===== config.mk =====
export PLATFORM = sky130hd
export DESIGN_NAME = rsdc_top
export DESIGN_NICKNAME = d
export VERILOG_FILES = /design/src/rtl/rsdc_pkg.sv /design/src/rtl/rsdc_top.sv
export SDC_FILE = /design/constraint.sdc
export NUM_CORES = 1
export LEC_CHECK = 0
export BUFFER_PORTS_ARGS = -buffer_cell sky130_fd_sc_hd__buf_4
export CAP_MARGIN = 25
export CORE_ASPECT_RATIO = 1.5
export CORE_MARGIN = 5
export CORE_UTILIZATION = 40
export CTS_CLUSTER_DIAMETER = 80
export CTS_CLUSTER_SIZE = 28
export DETAILED_ROUTE_END_ITERATION = 6
export HOLD_SLACK_MARGIN = 0.05
export PLACE_DENSITY = 0.74
export SKIP_LAST_GASP = 1
export SLEW_MARGIN = 5
export SYNTH_ARGS = -nofsm -noshare
export SYNTH_HDL_FRONTEND = slang
export SYNTH_SLANG_ARGS = --single-unit

===== constraint.sdc =====
create_clock -name clk -period 2.7 [get_ports clk]
set_input_delay 0.54 -clock clk [delete_from_list [all_inputs] [get_ports clk]]
set_output_delay 0.54 -clock clk [all_outputs]
set_load 0.01 [all_outputs]

===== src/rtl/rsdc_pkg.sv =====
// constants, carriers and decode for the reset strap configuration block
package rsdc_pkg;

  // register region and map
  localparam logic [31:0] RSDC_BASE = 32'h01b3f000;
  localparam logic [31:0] RSDC_REGION_MASK = 32'hfffff000;
  localparam logic [11:0] RSDC_OFS_PES = 12'h000;
  localparam logic [11:0] RSDC_OFS_LOCK = 12'h004;
  localparam logic [31:0] RSDC_UNLOCK_KEY = 32'h10c0010c;

  // field positions
  localparam int RSDC_VP1_BIT = 5;
  localparam int RSDC_VP2_BIT = 6;
  localparam int RSDC_LOCK_BIT = 0;
  localparam int RSDC_RSVD_LO = 7;

  // reset values
  localparam logic RSDC_VP_RESET = 1'b0;
  localparam logic RSDC_LOCK_RESET = 1'b1;
  localparam logic [31:0] RSDC_ZERO = 32'h0;

  // two-bit strap codes
  localparam logic [1:0] RSDC_CODE_00 = 2'h0;
  localparam logic [1:0] RSDC_CODE_01 = 2'h1;
  localparam logic [1:0] RSDC_CODE_10 = 2'h2;
  localparam logic [1:0] RSDC_CODE_11 = 2'h3;

  // raw strap levels as sampled
  typedef struct packed {
    logic byte_order_strap;
    logic [1:0] boot_strap;
    logic [1:0] ext_mem_clock_select;
    logic eeprom_autoinit_strap;
    logic pci_speed_strap;
    logic host_width_strap_pin;
    logic pci_select_strap;
    logic ethernet_select_strap;
    logic gp0_strap;
  } rsdc_straps_t;

  // board default: little endian, everything else low
  localparam rsdc_straps_t RSDC_STRAP_DEFAULT = 11'h400;

  // decoded device configuration
  typedef struct packed {
    logic byte_order_mode;
    logic boot_none;
    logic boot_host_port;
    logic boot_pci;
    logic boot_ext_mem;
    logic boot_invalid;
    logic clk_ext_mem_clock_input;
    logic clk_cpu_div4;
    logic clk_cpu_div6;
    logic clk_invalid;
    logic host_port_en;
    logic host_port_32bit;
    logic ethernet_en;
    logic pci_en;
    logic pci_eeprom_init;
    logic pci_66mhz;
    logic periph_invalid;
    logic strap_invalid;
  } rsdc_cfg_t;

  // one internal config bus request
  typedef struct packed {
    logic req;
    logic wr;
    logic [31:0] addr;
    logic [31:0] wdata;
  } rsdc_bus_req_t;

  // straps to device configuration
  function automatic rsdc_cfg_t rsdc_decode(input rsdc_straps_t s);
    rsdc_cfg_t c;
    logic [1:0] sel;
    c = '0;
    sel = {s.pci_select_strap, s.ethernet_select_strap};
    c.byte_order_mode = s.byte_order_strap;
    c.boot_none = (s.boot_strap == RSDC_CODE_00);
    c.boot_host_port = (s.boot_strap == RSDC_CODE_01) && !s.pci_select_strap;
    c.boot_pci = (s.boot_strap == RSDC_CODE_01) && s.pci_select_strap;
    c.boot_invalid = (s.boot_strap == RSDC_CODE_10);
    c.boot_ext_mem = (s.boot_strap == RSDC_CODE_11);
    c.clk_ext_mem_clock_input = (s.ext_mem_clock_select == RSDC_CODE_00);
    c.clk_cpu_div4 = (s.ext_mem_clock_select == RSDC_CODE_01);
    c.clk_cpu_div6 = (s.ext_mem_clock_select == RSDC_CODE_10);
    c.clk_invalid = (s.ext_mem_clock_select == RSDC_CODE_11);
    c.host_port_en = (sel == RSDC_CODE_00) || ((sel == RSDC_CODE_01) && !s.host_width_strap_pin);
    c.host_port_32bit = (sel == RSDC_CODE_00) && s.host_width_strap_pin;
    c.ethernet_en = (sel == RSDC_CODE_01);
    c.pci_en = (sel == RSDC_CODE_10);
    c.pci_eeprom_init = (sel == RSDC_CODE_10) && s.eeprom_autoinit_strap;
    c.pci_66mhz = (sel == RSDC_CODE_10) && !s.pci_speed_strap;
    c.periph_invalid = (sel == RSDC_CODE_11);
    c.strap_invalid = s.gp0_strap;
    return c;
  endfunction : rsdc_decode

endpackage : rsdc_pkg


===== src/rtl/rsdc_top.sv =====
// reset strap capture, decode and peripheral enable register
// Notes on behaviour
// Every strap is sampled while reset is held and the sample is the configuration afterwards.
// Byte-order strap 0 means big endian and 1 means little endian, little being the default.
// Boot code 00 is no boot, 01 host port or PCI by the PCI select, 10 reserved, 11 ext memory.
// Clock code 00 is the dedicated clock input, 01 CPU/4, 10 CPU/6, 11 reserved.
// EEPROM auto-init 1 configures PCI from EEPROM only when PCI is selected, else defaults.
// With PCI selected the speed strap picks 66 MHz when 0 and 33 MHz when 1.
// Host width strap 0 gives a 16-bit host bus with upper data idle, 1 a 32-bit host bus.
// Select code 00 host port, 01 Ethernet plus 16-bit or no host port, 10 PCI, 11 reserved.
// The registers decode within the 4K region at 0x01b3f000 on the internal config bus.
// Bits 31:7 of the peripheral enable register read fixed zero and ignore writes.
// Bit 6 enables video port 2, clear by default meaning disabled and powered down.
// Bit 5 enables video port 1, clear by default meaning disabled and powered down.
// An enable is accepted only after the unlock key has been written to the lock register.
// The board keeps the general-purpose 0 strap low in reset; high is flagged invalid.
// Sampled straps stay constant from reset release until the next reset.
module rsdc_top (
  input wire logic clk,
  input wire logic rstn,
  input wire rsdc_pkg::rsdc_straps_t strap_pins,
  input wire rsdc_pkg::rsdc_bus_req_t cfg_bus,
  output logic [31:0] cfg_rdata,
  output logic cfg_ack,
  output rsdc_pkg::rsdc_cfg_t dev_cfg,
  output logic video_port1_enable,
  output logic video_port2_enable,
  output logic config_locked
);

  rsdc_pkg::rsdc_straps_t sync1_q;
  rsdc_pkg::rsdc_straps_t sync2_q;
  rsdc_pkg::rsdc_straps_t sync3_q;
  rsdc_pkg::rsdc_straps_t strap_q;
  logic hit;
  logic [11:0] ofs;
  logic wr_pes;
  logic wr_lock;
  logic [31:0] rdata_d;

  // pins are asynchronous to clk; three stages, free running
  always_ff @(posedge clk) begin
    sync1_q <= strap_pins;
    sync2_q <= sync1_q;
    sync3_q <= sync2_q;
  end

  // capture during reset only, sample then holds while running
  // only an agreed level is taken, so a ringing strap cannot latch a half value
  always_ff @(posedge clk) begin
    if (!rstn) begin
      if (sync2_q == sync3_q) begin
        strap_q <= sync3_q;
      end
    end
  end

  // registered decode
  // default decode during reset keeps outputs defined before the first sample settles
  always_ff @(posedge clk) begin
    if (!rstn) begin
      dev_cfg <= rsdc_pkg::rsdc_decode(rsdc_pkg::RSDC_STRAP_DEFAULT);
    end else begin
      dev_cfg <= rsdc_pkg::rsdc_decode(strap_q);
    end
  end

  // region and register decode
  always_comb begin
    hit = cfg_bus.req && ((cfg_bus.addr & rsdc_pkg::RSDC_REGION_MASK) == rsdc_pkg::RSDC_BASE);
    ofs = cfg_bus.addr[11:0];
    wr_pes = hit && cfg_bus.wr && (ofs == rsdc_pkg::RSDC_OFS_PES);
    wr_lock = hit && cfg_bus.wr && (ofs == rsdc_pkg::RSDC_OFS_LOCK);
  end

  // key unlocks, any other value written to the lock register relocks
  always_ff @(posedge clk) begin
    if (!rstn) begin
      config_locked <= rsdc_pkg::RSDC_LOCK_RESET;
    end else if (wr_lock) begin
      config_locked <= (cfg_bus.wdata != rsdc_pkg::RSDC_UNLOCK_KEY);
    end
  end

  // video port enables; locked writes may only clear
  // disabling stays allowed while locked so software can always power down
  always_ff @(posedge clk) begin
    if (!rstn) begin
      video_port1_enable <= rsdc_pkg::RSDC_VP_RESET;
      video_port2_enable <= rsdc_pkg::RSDC_VP_RESET;
    end else if (wr_pes) begin
      if (config_locked) begin
        video_port1_enable <= video_port1_enable & cfg_bus.wdata[rsdc_pkg::RSDC_VP1_BIT];
        video_port2_enable <= video_port2_enable & cfg_bus.wdata[rsdc_pkg::RSDC_VP2_BIT];
      end else begin
        video_port1_enable <= cfg_bus.wdata[rsdc_pkg::RSDC_VP1_BIT];
        video_port2_enable <= cfg_bus.wdata[rsdc_pkg::RSDC_VP2_BIT];
      end
    end
  end

  // read mux, reserved and unmapped bits read zero
  always_comb begin
    rdata_d = rsdc_pkg::RSDC_ZERO;
    if (hit && !cfg_bus.wr) begin
      case (ofs)
        rsdc_pkg::RSDC_OFS_PES: begin
          rdata_d[rsdc_pkg::RSDC_VP1_BIT] = video_port1_enable;
          rdata_d[rsdc_pkg::RSDC_VP2_BIT] = video_port2_enable;
        end
        rsdc_pkg::RSDC_OFS_LOCK: begin
          rdata_d[rsdc_pkg::RSDC_LOCK_BIT] = config_locked;
        end
        default: begin
          rdata_d = rsdc_pkg::RSDC_ZERO;
        end
      endcase
    end
  end

  // every request answered one cycle later, so the bus never hangs
  always_ff @(posedge clk) begin
    if (!rstn) begin
      cfg_ack <= 1'b0;
      cfg_rdata <= rsdc_pkg::RSDC_ZERO;
    end else begin
      cfg_ack <= cfg_bus.req;
      cfg_rdata <= rdata_d;
    end
  end
endmodule : rsdc_top


==> results.json, run 1 <==
{
  "ant_nets": 0,
  "drv_cap": 0,
  "clock-sinks": 69,
  "initial_core_util": 0.413,
  "die_area_sq_mm": 0.00730,
  "cellPowerDensity_mw_per_mm2": 635,
  "min_period_over_period": 0.697,
  "wire_per_inst_um": 13.2,
  "synth_cells": 181,
  "synth_area_sq_mm": 0.00227,
  "outcome": "completed",
  "via_per_inst": 4.37,
  "diodes": 0,
  "die_w_um": 71.5,
  "max_clock_freq_ghz": 0.531,
  "crit_fanout": 5,
  "worst_setup_path_start_kind": "primary input",
  "dr.first_iter.drc_count": 42,
  "path_clk_slew_ps": 70,
  "ir_drop_mv": 0.418,
  "overflow": 0,
  "io-pin-count": 133,
  "multiInputGateArea_sq_um": 651,
  "slew_viol_final": 0,
  "ctsHtreeMaxLevel": 3,
  "relSlewSlack": 0.665,
  "port_buffers": 103,
  "synth_seq_cells": 69,
  "cp-end-kind": "flop",
  "routed_wl_mm": 4.84,
  "yosys_warnings": 0,
  "criticalPathCategory": "in -> reg",
  "seqCellArea_sq_mm": 0.00149,
  "setup_tns_ps": 0,
  "synth_enable_flop_cells": 11,
  "drive_above_1_share": 0.406,
  "ctsResizeCount": 0,
  "worstMarginPinSlew_ps": 498,
  "post-dp-hpwl_mm": 3.90,
  "synth_cell_types": 30,
  "pre_cts_slack_ps": 480,
  "fillers": 486,
  "grt_pass1_vias": 1556,
  "rows": 33,
  "avgSynthCellArea_sq_um": 12.5,
  "grt_antenna_before_repair": 0,
  "finalHoldViolations": 0,
  "drtPass1Iterations": 4,
  "clock-root-buffer": "clkbuf_8",
  "ys.flop_type": "dfxtp_1",
  "critical_path_required_ps": 2920,
  "setup_viol": 0,
  "crit_arrival_ps": 2100,
  "grt_pass1_wl_mm": 6.99,
  "drc": 0,
  "post_cts_buffers": 0,
  "clock_skew_ps": 4.13,
  "p_leak_nw": 1.45,
  "layout.nets": 372,
  "setup_ws_ps": 818,
  "rsz0062_at_grt": "no",
  "dieHeight_um": 102,
  "gp_congestion": 0.728,
  "cts_made_buffers": 9,
  "grt_max_degree": 23,
  "cts_max_path_buffers": 2,
  "clock_latency_ps": 330,
  "ctsHoldBuffers": 0,
  "synthToLayoutAreaGrowth_pct": 42.1,
  "num_vias": 1609,
  "min-delay-path-class": "in -> reg",
  "place_area_sq_mm": 0.00301,
  "cts_tree": "built",
  "yosysSeqAreaShare": 0.658,
  "finalCriticalPeriod_ps": 1880,
  "design_area_sq_mm": 0.00322,
  "async_flop_share": 0,
  "gr-usage-all-layers": 0.128,
  "core-area_sq_mm": 0.00549
}
[synthesized netlist by cell type, types with 2 or more instances]
cell,count,area share
clkbuf_1,2,0.0033
nor4b_1,6,0.023
or4_4,2,0.0099
nor2_1,4,0.0066
nand3_1,4,0.0088
and3_1,3,0.0083
nor3_1,5,0.011
nand4_1,6,0.017
nor4_1,10,0.028
nand2_1,7,0.012
buf_4,29,0.096
xnor2_1,8,0.031
edfxtp_1,11,0.15
xor2_1,3,0.012
o221a_1,2,0.0099
and3b_1,2,0.0077
dfxtp_1,58,0.51
nor4bb_1,2,0.0088
o21ai_0,2,0.0044
and2_1,5,0.014
[worst paths after layout]
| path | startpoint | end | slack, ps | depth (start not counted) |
|---|---|---|---|---|
| max | cfg_bus[59] | video_port1_enable | 820 | 5 |
| min | strap_pins[9] | sync1_q[9] | 310 | 1 |
| max reg2reg | sync3_q[1] | strap_q[6] | 1040 | 4 |
| min reg2reg | sync1_q[0] | sync2_q[0] | 330 | 0 |
[critical path, stage by stage]
cell and delay [ps]:
buf_4 110, nand4b_1 160, or4_4 520, or4_4 540, o221a_1 230
[layer usage]
layer / up-vias / track usage / part of all wire
met5: - / 0 / 0
met4: 0 / 0.0478 / 0.015
met3: 7 / 0.0640 / 0.13
met2: 87 / 0.243 / 0.54
met1: 707 / 0.112 / 0.31
li1: 808 / - / -
[per-stage QoR]
stage               instances  utilization  power (mW)  hold WS (ps)
floorplan                 209            -        1.19           310
global placement          352        0.549        1.26           310
detailed placement        352        0.549        1.26           312
CTS                       368        0.586        2.07           292
global route              368        0.586        2.13           281
finish                    368        0.586        2.04           309
[flip-flops by register name (all words and copies together) (netlist names)]
register / cells
cfg_ack: 1
cfg_rdata: 3
config_locked: 1
dev_cfg: 18
strap_q: 11
sync1_q: 11
sync2_q: 11
sync3_q: 11
video_port1_enable: 1
video_port2_enable: 1
[where the power goes]
group | total (mW) | switching, mW | internal (mW) | leakage, nW
Combinational | 0.152 | 0.0575 | 0.0950 | 0.756
Clock | 0.804 | 0.339 | 0.464 | 0.108
Sequential | 1.09 | 0.0132 | 1.08 | 0.582
Total | 2.04 | 0.410 | 1.63 | 1.45
[layout make-up]
type / count / area share
clock buffer: 14 / 0.0602
tap: 70 / 0.0272
multi-input combinational: 108 / 0.202
timing repair buffer: 104 / 0.243
clock inverter: 2 / 0.00350
inverter: 1 / 0.00117
sequential: 69 / 0.463
[cells in the final DEF (no fill, tap or decap), types with 6 or more instances in the layout]
cell type and n:
buf_4 104, dfxtp_1 58, conb_1 29, clkbuf_8 12, edfxtp_1 11, nor4_1 10
xnor2_1 8, nand2_1 7, nand4_1 6, nor4b_1 6
[kinds of logic (layout without fill, tap and decap cells)]
kind of cell    count (synthesis)  after routing  share of synthesized area
xor+xnor                       11             11                     0.0425
other cells                     1             29                    0.00165
compound gates                  5              5                     0.0177
mux                             1              1                    0.00442
buf+inv                        32            121                      0.101
simple gates                   62             62                      0.174
flops                          69             69                      0.658
Power figures use the tool's default switching activity.
==> inputs of run 2 (changes only) <==
Settings changed: CORE_UTILIZATION 40 to 38.
Clock period 2.7 ns to 1.62 ns, I/O delays scaled along.
==> results.json, run 2 (synthesis results as in run 1) <==
{
  "met2_usage": 0.223,
  "max_clock_freq_ghz": 0.620,
  "cts_tree": "built",
  "clock-sinks": 69,
  "ctsResizeCount": 0,
  "initial_core_util": 0.392,
  "final_util": 0.581,
  "slew_viol_final": 0,
  "design_area_sq_mm": 0.00336,
  "cp-end-kind": "flop",
  "wire_per_inst_um": 12.8,
  "gr-usage-all-layers": 0.119,
  "top_usage_layer": "met2",
  "drv_cap": 0,
  "met1_usage": 0.102,
  "min-delay-path-class": "in -> reg",
  "cellPowerDensity_mw_per_mm2": 1090,
  "gp_congestion": 0.769,
  "clock_skew_ps": 7.35,
  "grtUsageMet3": 0.0500,
  "die_area_sq_mm": 0.00764,
  "dr.first_iter.drc_count": 29,
  "largest_reg_flops": 18,
  "criticalPathCategory": "in -> reg",
  "ctsHtreeMaxLevel": 3,
  "clock_latency_ps": 320,
  "cts_made_buffers": 9,
  "routed_wl_mm": 4.87,
  "crit_arrival_ps": 1820,
  "grt_max_degree": 21,
  "diodes": 0,
  "ctsHoldBuffers": 0,
  "grt_pass1_wl_mm": 7.00,
  "drc": 0,
  "slowest_delay_ps": 530,
  "layout.cells.non_filler": 379,
  "final_common_cell": "buf_4",
  "rsz0062_at_grt": "yes",
  "p_leak_nw": 1.53,
  "cts_max_path_buffers": 2,
  "final_cell_mix": "buf_4 (111), dfxtp_1 (57), conb_1 (29)",
  "worst_setup_path_start_kind": "primary input",
  "synthToLayoutAreaGrowth_pct": 48.3,
  "port_buffers": 103,
  "io-pin-count": 133,
  "ir_drop_mv": 1.09,
  "num_vias": 1673,
  "path_clk_slew_ps": 70,
  "min_period_over_period": 0.996,
  "post-dp-hpwl_mm": 4.05,
  "finalCriticalPeriod_ps": 1610,
  "finalHoldViolations": 0,
  "top_register": "dev_cfg",
  "post_cts_buffers": 0,
  "crit_top_cell": "or4_4",
  "dieHeight_um": 105,
  "ant_nets": 0,
  "grt_antenna_before_repair": 0,
  "grt_pass1_vias": 1642,
  "outcome": "completed",
  "setup_viol": 0,
  "critical_path_required_ps": 1830,
  "clock-root-buffer": "clkbuf_8",
  "via_per_inst": 4.41,
  "crit_fanout": 2,
  "core-area_sq_mm": 0.00579,
  "die_w_um": 73.1,
  "drtPass1Iterations": 4,
  "crit_slowest_cell": "or4_4",
  "overflow": 0,
  "drive_above_1_share": 0.440,
  "layout.nets": 381,
  "place_inst": 363,
  "rows": 34,
  "path_cells": "buf_6 -> nand4b_1 -> or4_4 -> or4_4 -> o221a_1",
  "place_area_sq_mm": 0.00310
}
-- run 2: per-stage QoR --
step | setup WS (ps) | hold slack (ps) | setup TNS (ps) | power, mW
2_1_floorplan | -213 | 310 | -830 | 1.99
3_3_place_gp | -337 | 312 | -1130 | 2.11
3_5_place_dp | -344 | 312 | -1220 | 2.12
4_1_cts | 6.69 | 83.4 | 0 | 3.69
5_1_grt | -26.2 | 76.1 | -201 | 3.79
6_report | 7.14 | 102 | 0 | 3.65
-- run 2: path summary, 6_finish.rpt --
kind / start / endpoint / slack, ps / depth (start not counted)
worst max-delay path: cfg_bus[59] / video_port1_enable / 7 / 5
worst min-delay path: strap_pins[2] / sync1_q[2] / 100 / 1
worst max register to register: sync3_q[1] / strap_q[5] / 20 / 4
worst min register to register: sync1_q[9] / sync2_q[9] / 330 / 0
-- run 2: final cells by class --
cell class / instances / area [sq um]
Fill cell: 489 / 2420
Sequential cell: 69 / 1490
Timing Repair Buffer: 113 / 856
Multi-Input combinational cell: 108 / 672
Clock buffer: 13 / 201
Tap cell: 72 / 90.1
Clock inverter: 3 / 45.0
Inverter: 1 / 3.75
-- run 2: worst max-delay path, delay by kind of cell --
kind            cells  cell delay (ps)
simple gates        3             1180
compound gates      1              230
buf+inv             1               90
-- run 2: per-layer routing --
metal,part of all wire,wire (um),vias up
met3,0.14,698,8
met2,0.52,2540,100
met1,0.32,1540,740
met4,0.018,90,0
met5,0,0,-
li1,-,-,825
-- run 2: power by group --
group	internal (mW)	leakage [nW]	switching, mW
clock	0.986	0.126	0.584
combinational	0.165	0.817	0.0979
sequential	1.79	0.582	0.0220
total	2.94	1.53	0.704
